--- src/hw/dms_pkg.sv ---
/*
 * Package for the drive maintenance supervisor: field widths, option
 * codes, timing constants and the packed structs that carry settings.
 * Assumes a single 40 MHz system clock.
 */
package dms_pkg;
    localparam int CLK_HZ = 40_000_000;
    localparam int HOUR_S = 3600;
    // One hour in clock cycles
    localparam longint HOUR_CYC = longint'(CLK_HZ) * HOUR_S;
    localparam int HOURS_PER_STEP = 10;
    // Wire-break delay is set in tenths of a second
    localparam real DELAY_STEP_S = 0.1;
    localparam int DELAY_STEP_CYC = int'(DELAY_STEP_S * CLK_HZ);
    localparam logic [9:0] DELAY_MAX = 10'h0258; // 60.0 s in 0.1 s steps
    localparam logic [13:0] INTERVAL_MAX = 14'h270F; // 9999
    localparam logic [7:0] FUNC_MAINT_DUE = 8'h54; // Output function 84
    localparam logic [1:0] SSO_STOP_PRIO = 2'h1;
    localparam logic [1:0] SSO_START_CHK = 2'h2;
    localparam int PM_CARRIER = 0;
    localparam int PM_IN_PHASE = 1;
    localparam int PM_OUT_PHASE = 2;
    localparam int PM_USER_LIFE = 3;
    localparam int PM_CAP_LIFE = 4;
    localparam logic [4:0] PM_RESET = 5'h13; // 19: bits 0, 1, 4
    localparam logic [19:0] RUN_HOURS_W0 = 20'h0_0000;
    localparam logic [15:0] STARTS_W0 = 16'h0000;

    // Maintenance settings written by the operator
    typedef struct packed {
        logic [13:0] interval;      // Tens of hours, 0 disables
        logic interval_confirm;     // Pulse: new interval confirmed
        logic [15:0] start_preset;  // 0 disables
        logic start_confirm;        // Pulse: new preset confirmed
        logic [19:0] hours_load_val;
        logic hours_load;           // Pulse: load run-hour counter
        logic [15:0] starts_load_val;
        logic starts_load;          // Pulse: load startup counter
    } dms_maint_cfg_t;

    // Drive status sensed from the power stage
    typedef struct packed {
        logic motor1_sel;       // Output drives motor 1
        logic running;          // Output active
        logic heatsink_hot;
        logic overload;
        logic in_phase_loss;
    } dms_drive_stat_t;
endpackage

--- src/hw/dms_start_check.sv ---
/*
 * Start interlock: stop-key priority and start check. Assumes the run
 * command and trigger events are synchronous single-cycle or levels.
 */
`timescale 1ns/10ps
module dms_start_check
    import dms_pkg::*;
(
    input wire logic clk_sys,
    input wire logic nrst,
    input wire logic [1:0] option,
    input wire logic run_cmd,
    input wire logic remote_src,
    input wire logic stop_key,
    input wire logic alarm_reset,
    input wire logic link_switch,
    output logic start_block,
    output logic stop_forced
);
    logic por_reg;
    logic check_evt;
    logic stop_en;
    logic chk_en;

    // Decoded option bits
    assign stop_en = (option & SSO_STOP_PRIO) != 2'h0;
    assign chk_en = (option & SSO_START_CHK) != 2'h0;

    // First cycle after reset release counts as power-on
    always_ff @(posedge clk_sys or negedge nrst) begin
        if (!nrst) begin
            por_reg <= 1'b1;
        end else begin
            por_reg <= 1'b0;
        end
    end

    assign check_evt = por_reg || alarm_reset || link_switch;

    // Refusal latches until the run command drops
    always_ff @(posedge clk_sys or negedge nrst) begin
        if (!nrst) begin
            start_block <= 1'b0;
        end else if (chk_en && check_evt && run_cmd) begin
            start_block <= 1'b1;
        end else if (!run_cmd) begin
            start_block <= 1'b0;
        end
    end

    // Stop key overrides remote run until the command is withdrawn
    always_ff @(posedge clk_sys or negedge nrst) begin
        if (!nrst) begin
            stop_forced <= 1'b0;
        end else if (stop_en && stop_key && remote_src && run_cmd) begin
            stop_forced <= 1'b1;
        end else if (!run_cmd) begin
            stop_forced <= 1'b0;
        end
    end

    chk_start_refuse: assert property (@(posedge clk_sys)
        disable iff (!nrst) (chk_en && alarm_reset && run_cmd) |=> start_block)
        else $error("start check did not refuse");
    chk_stop_prio: assert property (@(posedge clk_sys)
        disable iff (!nrst)
        (stop_en && stop_key && remote_src && run_cmd) |=> stop_forced)
        else $error("stop key did not force stop");
    chk_stop_off: assert property (@(posedge clk_sys)
        disable iff (!nrst) (!stop_en && !stop_forced) |=> !$rose(stop_forced))
        else $error("stop forced while priority disabled");
endmodule // dms_start_check

--- src/hw/dms_top.sv ---
/*
 * Drive maintenance supervisor top: motor-1 run-hour and startup
 * maintenance counters, due output routing, thermal data retention,
 * alarm history clear and protection mode decoding.
 * Assumes all inputs synchronous to clk_sys; settings held stable.
 */
`timescale 1ns/10ps
module dms_top
    import dms_pkg::*;
#(
    parameter longint HOUR_CYCLES = HOUR_CYC
)
(
    input wire logic clk_sys,
    input wire logic nrst,
    input wire dms_maint_cfg_t maint_cfg,
    input wire dms_drive_stat_t drive_stat,
    input wire logic [7:0] output_assign_a,
    input wire logic [7:0] output_assign_b,
    input wire logic thermal_data_retain_sel,
    input wire logic [9:0] wire_break_delay,
    input wire logic current_feedback_low,
    input wire logic current_input_range_sel,
    input wire logic [1:0] stop_start_option,
    input wire logic run_cmd,
    input wire logic run_source_sel,
    input wire logic serial_link_enable_cmd,
    input wire logic stop_key,
    input wire logic alarm_reset,
    input wire logic alarm_history_clear,
    input wire logic [4:0] protection_mode_bits,
    output logic maint_due_output,
    output logic digital_out_a,
    output logic digital_out_b,
    output logic [19:0] motor1_run_hours,
    output logic [15:0] motor1_startup_counter,
    output logic thermal_data_clear,
    output logic history_erase,
    output logic alarm_clear_readback,
    output logic wire_break_alarm,
    output logic start_refused,
    output logic stop_forced,
    output logic carrier_lower,
    output logic in_phase_trip,
    output logic out_phase_en,
    output logic user_life_sel,
    output logic cap_life_en
);
    logic [41:0] hour_div_reg;
    logic hour_tick;
    logic [3:0] sub_hours_reg;
    logic [31:0] step_div_reg;
    logic step_tick;
    logic run_prev_reg;
    logic hours_due_reg;
    logic starts_due_reg;
    logic hours_hit;
    logic starts_hit;
    logic por_reg;
    logic link_prev_reg;
    logic clr_prev_reg;
    logic wb_alarm;
    logic blk;
    logic stp;
    logic [19:0] interval_hours;

    // Interval in hours, ten-hour granularity
    assign interval_hours = maint_cfg.interval * 20'(HOURS_PER_STEP);

    // Hour divider runs only while motor 1 is driven
    always_ff @(posedge clk_sys or negedge nrst) begin
        if (!nrst) begin
            hour_div_reg <= 42'h000_0000_0000;
        end else if (maint_cfg.hours_load) begin
            hour_div_reg <= 42'h000_0000_0000;
        end else if (drive_stat.running && drive_stat.motor1_sel) begin
            if (hour_div_reg == 42'(HOUR_CYCLES - 1)) begin
                hour_div_reg <= 42'h000_0000_0000;
            end else begin
                hour_div_reg <= hour_div_reg + 42'h000_0000_0001;
            end
        end
    end
    assign hour_tick = drive_stat.running && drive_stat.motor1_sel
        && hour_div_reg == 42'(HOUR_CYCLES - 1);

    // Run-hour counter; direct load has priority over counting
    always_ff @(posedge clk_sys or negedge nrst) begin
        if (!nrst) begin
            motor1_run_hours <= RUN_HOURS_W0;
        end else if (maint_cfg.hours_load) begin
            motor1_run_hours <= maint_cfg.hours_load_val;
        end else if (maint_cfg.interval_confirm) begin
            motor1_run_hours <= RUN_HOURS_W0;
        end else if (hour_tick && !hours_due_reg
                     && motor1_run_hours != 20'hF_FFFF) begin
            motor1_run_hours <= motor1_run_hours + 20'h0_0001;
        end
    end

    // Tracks hours within the current ten-hour step, for display only
    always_ff @(posedge clk_sys or negedge nrst) begin
        if (!nrst) begin
            sub_hours_reg <= 4'h0;
        end else if (hour_tick) begin
            sub_hours_reg <= (sub_hours_reg == 4'(HOURS_PER_STEP - 1))
                ? 4'h0 : sub_hours_reg + 4'h1;
        end
    end

    assign hours_hit = maint_cfg.interval != 14'h0000
        && maint_cfg.interval <= INTERVAL_MAX
        && motor1_run_hours >= interval_hours;

    // Run-time due flag; confirm wins over a new hit
    always_ff @(posedge clk_sys or negedge nrst) begin
        if (!nrst) begin
            hours_due_reg <= 1'b0;
        end else if (hours_hit && !maint_cfg.interval_confirm) begin
            hours_due_reg <= 1'b1;
        end else if (maint_cfg.interval_confirm) begin
            hours_due_reg <= 1'b0;
        end
    end

    // Startup counter counts run rising edges on motor 1
    always_ff @(posedge clk_sys or negedge nrst) begin
        if (!nrst) begin
            run_prev_reg <= 1'b0;
        end else begin
            run_prev_reg <= drive_stat.running;
        end
    end

    always_ff @(posedge clk_sys or negedge nrst) begin
        if (!nrst) begin
            motor1_startup_counter <= STARTS_W0;
        end else if (maint_cfg.starts_load) begin
            motor1_startup_counter <= maint_cfg.starts_load_val;
        end else if (maint_cfg.start_confirm) begin
            motor1_startup_counter <= STARTS_W0;
        end else if (drive_stat.running && !run_prev_reg
                     && drive_stat.motor1_sel && !starts_due_reg
                     && motor1_startup_counter != 16'hFFFF) begin
            motor1_startup_counter <= motor1_startup_counter + 16'h0001;
        end
    end

    assign starts_hit = maint_cfg.start_preset != 16'h0000
        && motor1_startup_counter >= maint_cfg.start_preset;

    always_ff @(posedge clk_sys or negedge nrst) begin
        if (!nrst) begin
            starts_due_reg <= 1'b0;
        end else if (starts_hit && !maint_cfg.start_confirm) begin
            starts_due_reg <= 1'b1;
        end else if (maint_cfg.start_confirm) begin
            starts_due_reg <= 1'b0;
        end
    end

    // Due signal and routing to outputs assigned function 84
    always_ff @(posedge clk_sys or negedge nrst) begin
        if (!nrst) begin
            maint_due_output <= 1'b0;
            digital_out_a <= 1'b0;
            digital_out_b <= 1'b0;
        end else begin
            maint_due_output <= hours_due_reg || starts_due_reg;
            digital_out_a <= (hours_due_reg || starts_due_reg)
                && output_assign_a == FUNC_MAINT_DUE;
            digital_out_b <= (hours_due_reg || starts_due_reg)
                && output_assign_b == FUNC_MAINT_DUE;
        end
    end

    // Power-on marker for one cycle after reset release
    always_ff @(posedge clk_sys or negedge nrst) begin
        if (!nrst) begin
            por_reg <= 1'b1;
        end else begin
            por_reg <= 1'b0;
        end
    end

    // Thermal model wiped only at power-on when retention is off
    always_ff @(posedge clk_sys or negedge nrst) begin
        if (!nrst) begin
            thermal_data_clear <= 1'b0;
        end else begin
            thermal_data_clear <= por_reg && !thermal_data_retain_sel;
        end
    end

    // Clear setting edge; a held setting must not erase again and again
    always_ff @(posedge clk_sys or negedge nrst) begin
        if (!nrst) begin
            clr_prev_reg <= 1'b0;
        end else begin
            clr_prev_reg <= alarm_history_clear;
        end
    end

    // Clear request: one erase pulse, setting reads back 0 afterwards
    always_ff @(posedge clk_sys or negedge nrst) begin
        if (!nrst) begin
            history_erase <= 1'b0;
            alarm_clear_readback <= 1'b0;
        end else begin
            history_erase <= alarm_history_clear && !clr_prev_reg;
            alarm_clear_readback <= alarm_history_clear
                && !clr_prev_reg;
        end
    end

    // 0.1 s enable for the wire-break timer
    always_ff @(posedge clk_sys or negedge nrst) begin
        if (!nrst) begin
            step_div_reg <= 32'h0000_0000;
        end else if (step_div_reg == 32'(DELAY_STEP_CYC - 1)) begin
            step_div_reg <= 32'h0000_0000;
        end else begin
            step_div_reg <= step_div_reg + 32'h0000_0001;
        end
    end
    assign step_tick = step_div_reg == 32'(DELAY_STEP_CYC - 1);

    dms_wire_break u_wire_break (
        .clk_sys(clk_sys),
        .nrst(nrst),
        .tick(step_tick),
        .below_thr(current_feedback_low),
        .zero_based_range(current_input_range_sel),
        .delay_set(wire_break_delay > DELAY_MAX ? DELAY_MAX : wire_break_delay),
        .alarm(wb_alarm)
    );

    // Rising edge of link enable is a source switch to the serial link
    always_ff @(posedge clk_sys or negedge nrst) begin
        if (!nrst) begin
            link_prev_reg <= 1'b0;
        end else begin
            link_prev_reg <= serial_link_enable_cmd;
        end
    end

    dms_start_check u_start_check (
        .clk_sys(clk_sys),
        .nrst(nrst),
        .option(stop_start_option),
        .run_cmd(run_cmd),
        .remote_src(run_source_sel || serial_link_enable_cmd),
        .stop_key(stop_key),
        .alarm_reset(alarm_reset),
        .link_switch(serial_link_enable_cmd && !link_prev_reg),
        .start_block(blk),
        .stop_forced(stp)
    );

    // Registered status and protection decode
    always_ff @(posedge clk_sys or negedge nrst) begin
        if (!nrst) begin
            wire_break_alarm <= 1'b0;
            start_refused <= 1'b0;
            stop_forced <= 1'b0;
            carrier_lower <= 1'b0;
            in_phase_trip <= 1'b0;
            out_phase_en <= 1'b0;
            user_life_sel <= 1'b0;
            cap_life_en <= 1'b0;
        end else begin
            wire_break_alarm <= wb_alarm;
            start_refused <= blk;
            stop_forced <= stp;
            carrier_lower <= protection_mode_bits[PM_CARRIER]
                && (drive_stat.heatsink_hot || drive_stat.overload);
            in_phase_trip <= protection_mode_bits[PM_IN_PHASE]
                && drive_stat.in_phase_loss;
            out_phase_en <= protection_mode_bits[PM_OUT_PHASE];
            user_life_sel <= protection_mode_bits[PM_USER_LIFE];
            cap_life_en <= protection_mode_bits[PM_CAP_LIFE];
        end
    end

    chk_hours_due: assert property (@(posedge clk_sys)
        disable iff (!nrst)
        (hours_hit && !maint_cfg.interval_confirm) |=> ##1 maint_due_output)
        else $error("run-hour hit did not raise due");
    chk_interval_zero: assert property (@(posedge clk_sys)
        disable iff (!nrst) maint_cfg.interval == 14'h0000 |-> !hours_hit)
        else $error("zero interval compared");
    chk_hours_load: assert property (@(posedge clk_sys)
        disable iff (!nrst)
        maint_cfg.hours_load |=> motor1_run_hours == $past(maint_cfg.hours_load_val))
        else $error("run-hour load lost");
    chk_confirm_clear: assert property (@(posedge clk_sys)
        disable iff (!nrst)
        (maint_cfg.interval_confirm && !starts_due_reg && !maint_cfg.hours_load)
        |=> !hours_due_reg && motor1_run_hours == RUN_HOURS_W0)
        else $error("interval confirm did not restart");
    chk_motor2_hold: assert property (@(posedge clk_sys)
        disable iff (!nrst)
        (!drive_stat.motor1_sel && !maint_cfg.hours_load
         && !maint_cfg.interval_confirm) |=> $stable(motor1_run_hours))
        else $error("run hours moved on motor 2");
    chk_start_due: assert property (@(posedge clk_sys)
        disable iff (!nrst)
        (starts_hit && !maint_cfg.start_confirm) |=> ##1 maint_due_output)
        else $error("startup hit did not raise due");
    chk_thermal_keep: assert property (@(posedge clk_sys)
        disable iff (!nrst) thermal_data_retain_sel |=> !thermal_data_clear)
        else $error("thermal data cleared while retained");
    chk_clear_pulse: assert property (@(posedge clk_sys)
        disable iff (!nrst) history_erase |=> !history_erase)
        else $error("history erase longer than one cycle");
    chk_carrier_off: assert property (@(posedge clk_sys)
        disable iff (!nrst) !protection_mode_bits[PM_CARRIER] |=> !carrier_lower)
        else $error("carrier lowered while disabled");
endmodule // dms_top

--- src/hw/dms_wire_break.sv ---
/*
 * Feedback wire-break timer. Counts 0.1 s ticks while the loop current
 * sits below threshold. Assumes the below-threshold flag is synchronous.
 */
`timescale 1ns/10ps
module dms_wire_break
    import dms_pkg::*;
(
    input wire logic clk_sys,
    input wire logic nrst,
    input wire logic tick,
    input wire logic below_thr,
    input wire logic zero_based_range,
    input wire logic [9:0] delay_set,
    output logic alarm
);
    logic [9:0] cnt_reg;
    logic armed;

    // Zero delay or a 0-20 mA range switches detection off
    assign armed = (delay_set != 10'h000) && !zero_based_range;

    // Persistence counter in delay steps
    always_ff @(posedge clk_sys or negedge nrst) begin
        if (!nrst) begin
            cnt_reg <= 10'h000;
        end else if (!armed || !below_thr) begin
            cnt_reg <= 10'h000;
        end else if (tick && cnt_reg < delay_set) begin
            cnt_reg <= cnt_reg + 10'h001;
        end
    end

    // Alarm holds while the break persists past the delay
    always_ff @(posedge clk_sys or negedge nrst) begin
        if (!nrst) begin
            alarm <= 1'b0;
        end else begin
            alarm <= armed && below_thr && cnt_reg >= delay_set;
        end
    end

    chk_break_off_range: assert property (@(posedge clk_sys)
        disable iff (!nrst) zero_based_range |=> !alarm)
        else $error("wire-break alarm with zero-based range");
    chk_break_needs_low: assert property (@(posedge clk_sys)
        disable iff (!nrst) alarm |-> $past(below_thr))
        else $error("wire-break alarm without low current");
endmodule // dms_wire_break
--- config.mk ---
export PLATFORM = sky130hd
export DESIGN_NAME = dms_top
export DESIGN_NICKNAME = d
export VERILOG_FILES = /design/src/hw/dms_pkg.sv /design/src/hw/dms_start_check.sv /design/src/hw/dms_top.sv /design/src/hw/dms_wire_break.sv
export SDC_FILE = /design/constraint.sdc
export NUM_CORES = 1
export LEC_CHECK = 0
export ABC_AREA = 1
export BUFFER_PORTS_ARGS = -buffer_cell sky130_fd_sc_hd__buf_2
export CELL_PAD_IN_SITES_DETAIL_PLACEMENT = 1
export CELL_PAD_IN_SITES_GLOBAL_PLACEMENT = 2
export CORE_ASPECT_RATIO = 0.9
export CORE_MARGIN = 10
export CORE_UTILIZATION = 32
export CTS_CLUSTER_DIAMETER = 120
export DETAILED_ROUTE_END_ITERATION = 6
export GPL_TIMING_DRIVEN = 0
export HOLD_SLACK_MARGIN = 0.05
export PLACE_DENSITY = 0.81
export SETUP_SLACK_MARGIN = 0.15
export SKIP_LAST_GASP = 1
export SLEW_MARGIN = 20
export SYNTH_ARGS = -nofsm -noshare
export SYNTH_HDL_FRONTEND = slang
export SYNTH_HIERARCHICAL = 1
export SYNTH_SLANG_ARGS = --single-unit
export TNS_END_PERCENT = 5
--- constraint.sdc ---
create_clock -name clk_sys -period 2.1 [get_ports clk_sys]
set_input_delay 0.105 -clock clk_sys [delete_from_list [all_inputs] [get_ports clk_sys]]
set_output_delay 0.105 -clock clk_sys [all_outputs]
set_load 0.05 [all_outputs]
After elaboration in Yosys (flattened, before gate mapping)
Index checks and enable logic that the tools add are counted.
{"block": "word_totals", "inputBits": 119, "ff_bits": 142}
{"block": "op_classes", "mul": 1, "add_sub_neg": 5, "n_reduce_logical": 55, "n_lt_le_gt_ge": 6, "n_mux": 20, "n_eq_ne": 8}
{"operator": "42-bit two-way mux", "count": 3}
{"operator": "20-bit two-way mux", "count": 3}
{"operator": "16-bit two-way mux", "count": 3}
{"operator": "42-bit by 1-bit adder with 42-bit output, second input constant", "count": 1}
{"operator": "42-bit by 38-bit == test with 1-bit output, second input constant", "count": 1}
{"operator": "32-bit by 1-bit adder with 32-bit output, second input constant", "count": 1}
{"operator": "32-bit by 22-bit == test with 1-bit output, second input constant", "count": 1}
{"operator": "32-bit two-way mux", "count": 1}
{"operator": "10-bit two-way mux", "count": 3}
{"operator": "1-bit logical AND", "count": 29}
{"operator": "20-bit by 1-bit adder with 20-bit output, second input constant", "count": 1}
{"operator": "20-bit by 18-bit greater-or-equal comparator with 1-bit output", "count": 1}
{"operator": "20-bit != test, second input constant", "count": 1}
{"operator": "14-bit by 3-bit multiplier with 17-bit output, second input constant", "count": 1}
{"operator": "16-bit by 1-bit adder with 16-bit output, second input constant", "count": 1}
{"operator": "8-bit by 7-bit == test with 1-bit output, second input constant", "count": 2}
{"operator": "16-bit greater-or-equal comparator", "count": 1}
{"operator": "16-bit != test, second input constant", "count": 1}
{"operator": "16-bit nonzero test", "count": 1}
{"operator": "14-bit <= comparator, second input constant", "count": 1}
{"operator": "14-bit nonzero test", "count": 1}
{"operator": "1-bit zero test", "count": 11}
{"operator": "10-bit by 1-bit adder with 10-bit output, second input constant", "count": 1}
{"operator": "10-bit greater-or-equal comparator", "count": 1}
{"operator": "8 further kinds", "count": 24}

Depth between registers and ports, before layout
Gate-level depths: netlist (run 1).
{"block": "logic_depth", "depth_word": 8, "mapped_depth": 19, "ltp_nobuf": 19}

Hierarchy
The synthesis (run 1) kept the hierarchy.
{"module": "dms_top", "area_per_inst_um2": 9704.3, "cells_per_inst": 1441, "seq_area_each_um2": 3229.3, "instances": 1}
{"module": "dms_wire_break", "area_per_inst_um2": 1048.5, "cells_per_inst": 147, "seq_area_each_um2": 275.3, "instances": 1}
{"module": "dms_start_check", "area_per_inst_um2": 125.1, "cells_per_inst": 14, "seq_area_each_um2": 76.3, "instances": 1}

Least setup slack after synthesis (run 1)
OpenSTA, ideal clock, no wires.
{"block": "synth_timing", "path_kind": "input -> register", "from": "in maint_cfg[57] (netlist bit)", "to": "reg hours_due_reg", "cell_stages": 17, "required_ns": 2.023, "n_path_buf": 0, "t_arrival_ns": 2.400, "path_slack_ns": -0.378, "path_cell_list": "ha_1 > ha_1 > fa_1 > nand3_1 > nand2_1 > a21oi_1 > o21ai_0 > xnor2_1 > ha_1 > nand2_1 > nor2_1 > nand2_1 > nor2_1 > nand2_1 > nand3_1 > nand2_1 > a21oi_1"}
{"block": "synth_via", "elab_chain_cells": 5, "elab_cells_between_ends": 9}
{"item": "start: declaration", "line_no": "dms_top.sv:16", "source": "input wire dms_maint_cfg_t maint_cfg,"}
{"item": "14-bit by 3-bit multiplier with 17-bit output, or another cell as far along", "line_no": "dms_top.sv:68", "source": "assign interval_hours = maint_cfg.interval * 20'(HOURS_PER_STEP);"}
{"item": "20-bit by 18-bit greater-or-equal comparator with 1-bit output / 1-bit logical AND (equally long branches)", "line_no": "dms_top.sv:113, dms_top.sv:112"}
{"item": "1-bit logical AND (*)", "line_no": "dms_top.sv:113", "source": "&& motor1_run_hours >= interval_hours;"}
{"item": "1-bit logical AND (*)", "line_no": "dms_top.sv:119", "source": "end else if (hours_hit && !maint_cfg.interval_confirm) begin"}
{"item": "1-bit two-way mux / 2-bit nonzero test (equally long branches)"}
{"item": "end signal: assignment", "line_no": "dms_top.sv:118", "source": "hours_due_reg <= 1'b0;"}
{"item": "end signal: assignment", "line_no": "dms_top.sv:120", "source": "hours_due_reg <= 1'b1;"}
{"item": "end signal: assignment", "line_no": "dms_top.sv:122", "source": "hours_due_reg <= 1'b0;"}
{"item": "end: declaration", "line_no": "dms_top.sv:55", "source": "logic hours_due_reg;"}
Every way passes the cells marked *; elsewhere a longest branch is shown, timed or not.
A chain may end at the register's enable or synchronous reset.

Worst setup path after layout (run 1)
{"block": "layout_timing", "from": "in maint_cfg[59] (netlist bit)", "to": "reg hours_due_reg"}
Same word-level chain as after synthesis.

==> metrics.cfg, run 1 <==
[die]
num_io_pins=169
die_area_um2=41800
rows=63
initial_core_util=0.327
die-height_um=195
core_region_area_um2=33300
die_w_um=214

[final_layout]
most-common-layout-cells=458 x nand2_1, 218 x nor2_1, 194 x inv_1, 171 x buf_2, 140 x dfrtp_1
drive_gt1_frac=0.186
layout_commonest_cell=nand2_1
nNetsFinal=2051
fill_cells=4263
utilization=0.423
largest_reg_flops=42
syn2layout_area_growth_pct=29.4

[clock_network]
path_clk_slew_ps=70
cts_tree=done
cts_made_buffers=17
numClockSinks=143
clk_latency_ps=450
cts.htree.levels=4
cts_buffer_depth=2
clock-root-buffer=clkbuf_16

[grt]
first_global_vias=12000
grt_overflow=0
grt_max_degree=90
antenna_found_initial=1
grt_pass1_wl_um=65100
grtUsageTotal=0.191

[logic_synthesis]
ys_ff_latch=143
synthCells=1602
synthMuxAreaShare=0
synth-seq-area-share=0.329
syn-mean-instance-area_um2=6.79
synth-xor-area-share=0.0467
synth_cell_types=51
synth-adder-area-share=0.0847
yosysWarnings=6
netlist_area_um2=10900
synth_top_family_by_area=simple AND/OR/NAND/NOR gates
synth_nets=1794
yosys.area_share.simple=0.381
synth-compound-area-share=0.0721

[timing]
setup_slack_ps=-39.6
max_freq_ghz=0.467
setup_viol=1
timing.final.crit_share=1.02
hold_viol=0
fin_skew_ps=7.00
relSlewSlack=0.607
grt_setup_unrepaired=true
finalMaxSlewViolations=0
worst_pin_slew_ps=590
layout_min_cycle_time_ps=2140

[worst_hold_path]
hold_path_class=in -> reg

[setup_path]
cp_max_fo=4
worstSetupPathType=in -> reg
cp_data_arrival_time_ps=2480
required_ps=2440
start_kind=primary input
worst_setup_path_end_kind=flop

[drt]
drt_first_pass_iters=4
drtIter0Drc=558
wl_per_cell_um=17.1
num_vias=11400
top_signal_layer_used=met4
route.met3.wl_um=1810
wl_met1_um=20000
drc=0
wl_met2_um=17600
drt.antenna.violating_nets=0
wirelength_um=39900
vias_per_cell=4.90

[flow_run]
drv_cap=0

[power_and_ir_drop]
leakage_nw=6.75
vdd_ir_drop_max_mv=0.497
powerDensity_nw_per_um2=578
power_mw=8.14

[placement]
gp_congestion=0.877
place_hpwl_um=31300
port_buffers=166

[status]
outcome=complete, but fails checks
violations=negative setup slack

## worst max-delay path, cell delays in order
cell	delay, ps
buf_8	110
ha_4	230
ha_4	160
fa_2	350
nand3_2	90
nand2_4	90
a21oi_4	150
buf_4	120
buf_4	90
xor2_1	180
ha_1	260
nand2_1	70
nor2_2	40
nand2_2	70
inv_1	40
nand2_1	50
nand3_1	80
nand2_2	100
a21oi_2	60
## power breakdown
| part | total (mW) | switching (mW) | internal [mW] |
|---|---|---|---|
| Sequential | 3.06 | 0.185 | 2.87 |
| Combinational | 1.99 | 1.25 | 0.742 |
| Clock | 3.09 | 1.42 | 1.67 |
| Total | 8.14 | 2.85 | 5.29 |
## cell type report
cell class,instances,area [um2],area share
clock buffers,17,425,0.0302
flip-flops and latches,143,3580,0.255
repair buffers,238,1560,0.111
inverters,206,779,0.0554
clock inverters,15,154,0.0109
well taps,455,569,0.0405
multi-input cells,1227,6840,0.486
plain buffers,26,156,0.0111
diodes,1,2.50,0.000178
## through the flow
stage / TNS (ps) / hold slack, ps / area (um2) / setup slack (ps) / cells
floorplan: -167 / -191 / 10900 / -167 / 1602
global placement: -216230 / 213 / 12300 / -1500 / 2223
detailed placement: -7870 / 75.1 / 12400 / -729 / 2224
CTS: 0 / 74.0 / 14000 / 0.361 / 2324
global route: -840 / 126 / 14100 / -154 / 2327
finish: -39.6 / 104 / 14100 / -39.6 / 2328
## routing by layer
layer | up-vias | track usage
met2 | 200 | 0.301
met4 | 0 | 0.0358
met3 | 28 | 0.0418
met1 | 5489 | 0.264
li1 | 5691 | -
met5 | - | 0
## cells in the mapped netlist (all sizes together)
| library cell | instances | area (um2) |
|---|---|---|
| fa | 1 | 20.0 |
| nand4 | 61 | 412 |
| xor2 | 39 | 342 |
| and3 | 3 | 18.8 |
| nand3b | 3 | 22.5 |
| nor3 | 39 | 200 |
| buf | 19 | 130 |
| a21oi | 48 | 255 |
| nor3b | 3 | 22.5 |
| o2111ai | 1 | 8.76 |
| o21bai | 7 | 52.6 |
| nor2 | 244 | 983 |
| nand3 | 106 | 536 |
| o211ai | 1 | 7.51 |
| o21ai | 60 | 308 |
| nor4b | 1 | 8.76 |
| o2bb2ai | 1 | 8.76 |
| dfstp | 2 | 52.6 |
| nor4 | 14 | 87.6 |
| o41ai | 1 | 8.76 |
| a32o | 1 | 10.0 |
| a21boi | 2 | 15.0 |
| conb | 2 | 7.51 |
| or2 | 6 | 37.5 |
| xnor2 | 19 | 166 |
| ha | 72 | 901 |
| clkbuf | 7 | 26.3 |
| o21a | 3 | 22.5 |
| a31o | 1 | 8.76 |
| a22o | 3 | 26.3 |
| inv | 206 | 773 |
| dfrtp | 141 | 3530 |
| a21o | 1 | 7.51 |
| a31oi | 6 | 37.5 |
| a22oi | 1 | 7.51 |
| nand2 | 477 | 1820 |
## logic make-up after synthesis
kind of cell / count (synthesis)
AO/OA/AOI/OAI: 137
buffers and inverters: 232
flip-flops: 143
other: 2
adder cells (fa/ha/maj): 73
XOR/XNOR: 58
AND/OR/NAND/NOR: 957
## worst paths after layout
check                                                 startpoint                                    end  slack [ps]  depth (start not counted)
max in group asynchronous                                   nrst        u_start_check/por_reg$_DFF_PN1_        1080                          3
max reg2reg                motor1_startup_counter[0]$_DFFE_PN0P_  motor1_startup_counter[6]$_DFFE_PN0P_         140                          8
min reg2reg                         u_wire_break/alarm$_DFF_PN0_             wire_break_alarm$_DFF_PN0_         350                          0
min in group asynchronous                                   nrst        motor1_run_hours[9]$_DFFE_PN0P_         170                          2
min                                      current_input_range_sel    u_wire_break/cnt_reg[7]$_DFFE_PN0P_         100                          6
max                                                maint_cfg[59]              hours_due_reg$_DFFE_PN0P_         -40                         19
## timing repair
item	CTS	global route
hold endpoints to repair	105	0
pin swaps	32	12
setup buffers	10	3
endpoints found under the setup margin	69	81
cloned	1	0
hold buffers	57	0
gates resized for setup	59	18
No activity file was read; power rests on OpenSTA's default activity.
==> inputs of run 2 (changes only) <==
Settings changed: SKIP_CTS_REPAIR_TIMING set to 1.
==> run 2 against run 1 <==
The run still ends with negative setup slack left; routed wire length rose by 0.82%; final area is 0.86% higher; count of clock-buffer cells in the layout stayed put; via count rose by 0.21%; sequential share of layout area is 0.22 points lower; sequential power hardly changed; clock power barely moved; die area unchanged; flip-flop and latch count unchanged; setup slack gained 14 ps; first-iteration DRC count up 9.0%; critical path type unchanged; critical endpoint unchanged; largest power group unchanged.
==> metrics.cfg, run 2 (synthesized netlist as in run 1, its figures left out) <==
[status]
outcome=complete, but fails checks  ; unchanged
violations=negative setup slack  ; unchanged

[grt]
antenna_found_initial=2  ; was 1
first_global_vias=11600  ; was 12000
grt_pass1_wl_um=62700  ; was 65100 um
grt_max_degree=90  ; unchanged
grtUsageTotal=0.184  ; was 0.191
grt_overflow=0  ; unchanged

[power_and_ir_drop]
powerDensity_nw_per_um2=578  ; about the same
swShare=0.353  ; was 0.350
pwr-share-clk=0.376  ; was 0.380
p_int_mw=5.31  ; was 5.29 mW
switchingPower_mw=2.90  ; was 2.85 mW
seq_power_share=0.374  ; was 0.376
leakage_nw=6.82  ; was 6.75 nW
vdd_ir_drop_max_mv=0.494  ; was 0.497 mV
p_comb_frac=0.251  ; was 0.244

[clock_network]
cts_tree=done  ; unchanged
cts.htree.levels=4  ; unchanged
cts_made_buffers=17  ; unchanged
clock-root-buffer=clkbuf_16  ; unchanged
path_clk_slew_ps=70  ; about the same
numClockSinks=143  ; unchanged
clk_latency_ps=450  ; about the same
cts_buffer_depth=2  ; unchanged

[timing]
whs_ps=5.47  ; was 104 ps
setup_slack_ps=-25.2  ; was -39.6 ps
worst_pin_slew_ps=595  ; was 590 ps
fin_skew_ps=6.07  ; was 7.00 ps
grt_setup_unrepaired=true  ; unchanged
max_freq_ghz=0.471  ; was 0.467 GHz
hold_viol=0  ; unchanged
timing.final.crit_share=1.01  ; was 1.02
setup_viol=1  ; unchanged
finalMaxSlewViolations=0  ; unchanged
layout_min_cycle_time_ps=2130  ; was 2140 ps
relSlewSlack=0.600  ; was 0.607

[final_layout]
fill_cells=4253  ; was 4263
utilization=0.427  ; was 0.423
most-common-layout-cells=452 x nand2_1, 218 x nor2_1, 194 x inv_1, 166 x buf_2, 140 x dfrtp_1  ; was 458 x nand2_1, 218 x nor2_1, 194 x inv_1, 171 x buf_2, 140 x dfrtp_1
drive_gt1_frac=0.196  ; was 0.186
largest_reg_flops=42  ; unchanged
layout_commonest_cell=nand2_1  ; unchanged
syn2layout_area_growth_pct=30.5  ; was 29.4%
nNetsFinal=2047  ; was 2051

[setup_path]
cp_data_arrival_time_ps=2460  ; was 2480 ps
cp_max_fo=4  ; unchanged
r2r_slack_ps=30  ; was 140 ps
crit_slowest_cell=ha_4  ; was fa_2
required_ps=2440  ; about the same
cp_cell_sequence=buf_6 -> ha_4 -> ha_4 -> a21oi_4 -> nand2_4 -> a21boi_4 -> o21ai_2 -> nand2_1 -> nand2_1 -> nand2_1 -> nand2_2 -> ha_4 -> a21oi_2 -> o21ai_2 -> a21oi_4 -> nand3_2 -> nand2_2 -> a21oi_2  ; was buf_8 -> ha_4 -> ha_4 -> fa_2 -> nand3_2 -> nand2_4 -> a21oi_4 -> buf_4 -> buf_4 -> xor2_1 -> ha_1 -> nand2_1 -> nor2_2 -> nand2_2 -> inv_1 -> nand2_1 -> nand3_1 -> nand2_2 -> a21oi_2
start_kind=primary input  ; unchanged
worst_setup_path_end_kind=flop  ; unchanged
cp_top_family=compound AO/OA/AOI/OAI gates  ; was adder cells
crit-reg2reg-launch=step_div_reg[0]$_DFF_PN0_  ; was motor1_startup_counter[0]$_DFFE_PN0P_
crit_start=maint_cfg[61]  ; was maint_cfg[59]
worstSetupPathType=in -> reg  ; unchanged
critical-path-max-stage-delay_ps=240  ; was 350 ps
timing.critical_path.buf_inv=1  ; was 4

[drt]
drt_first_pass_iters=5  ; was 4
drt.antenna.violating_nets=0  ; unchanged
drc=0  ; unchanged
drtIter0Drc=608  ; was 558
vias_per_cell=4.92  ; was 4.90
num_vias=11400  ; about the same
wirelength_um=40200  ; was 39900 um
wl_per_cell_um=17.3  ; was 17.1 um

[die]
initial_core_util=0.327  ; unchanged
core_region_area_um2=33300  ; unchanged
die_area_um2=41800  ; unchanged
num_io_pins=169  ; unchanged
die-height_um=195  ; unchanged
rows=63  ; unchanged
die_w_um=214  ; unchanged

[placement]
port_buffers=166  ; unchanged
gp_congestion=0.877  ; unchanged
place_hpwl_um=31300  ; unchanged

[worst_hold_path]
hold_path_class=in -> reg  ; unchanged
min_from=maint_cfg[14]  ; was current_input_range_sel

[flow_run]
drv_cap=0  ; unchanged

## run 2: power by group through the flow
stage | sequential [mW] | clock, mW | combinational, mW
4_1_cts | 3.06 | 3.17 | 1.72
5_1_grt | 3.09 | 3.30 | 2.28
3_5_place_dp | 3.11 | 0 | 1.71
6_report | 3.07 | 3.08 | 2.06
2_1_floorplan | 3.35 | 0 | 0.832
3_3_place_gp | 3.11 | 0 | 1.66
## run 2: worst register-to-register path, stage by stage, from the launching register on
cell and delay [ps]:
dfrtp_1 430, ha_4 190, nand2_4 60, nor3_4 210, inv_2 70, nor2_4 130, nand4_1 150, clkinvlp_4 230
nand4_4 170, clkbuf_16 200, nand3_1 60, nand2_1 70
## run 2: worst paths after layout
kind,endpoint,cells after the start
setup reg to reg,u_wire_break/cnt_reg[4]$_DFFE_PN0P_,11
min in group asynchronous,motor1_run_hours[9]$_DFFE_PN0P_,2
setup / recovery,hours_due_reg$_DFFE_PN0P_,18
max in group asynchronous,u_start_check/por_reg$_DFF_PN1_,3
hold reg to reg,wire_break_alarm$_DFF_PN0_,0
hold / removal,motor1_startup_counter[13]$_DFFE_PN0P_,5
## run 2: final cells by class
class | count | area, um2 | share of cell area
multi-input combinational | 1227 | 6970 | 0.491
timing repair buffer | 234 | 1550 | 0.109
buffer | 26 | 160 | 0.0113
antenna | 1 | 2.50 | 0.000176
clock inverter | 15 | 154 | 0.0108
sequential | 143 | 3580 | 0.252
clock buffer | 17 | 425 | 0.0300
inverter | 206 | 779 | 0.0549
tap | 455 | 569 | 0.0401
## run 2: per-layer routing
metal,vias to the layer above,part of all wire,global-route usage
met5,-,0.00017,0
met4,2,0.011,0.0353
met3,31,0.044,0.0461
met2,210,0.44,0.283
met1,5507,0.50,0.257
li1,5682,-,-
## run 2: metrics by stage
stage	worst slack, ps	setup TNS, ps	area [um2]	std cells	total power, mW
floorplan	-167	-167	10900	1602	4.18
global placement	-1500	-216230	12300	2223	4.76
detailed placement	-729	-7870	12400	2224	4.82
CTS	-398	-8550	13000	2256	7.95
global route	-133	-1660	14200	2323	8.67
finish	-25.2	-25.2	14200	2324	8.21
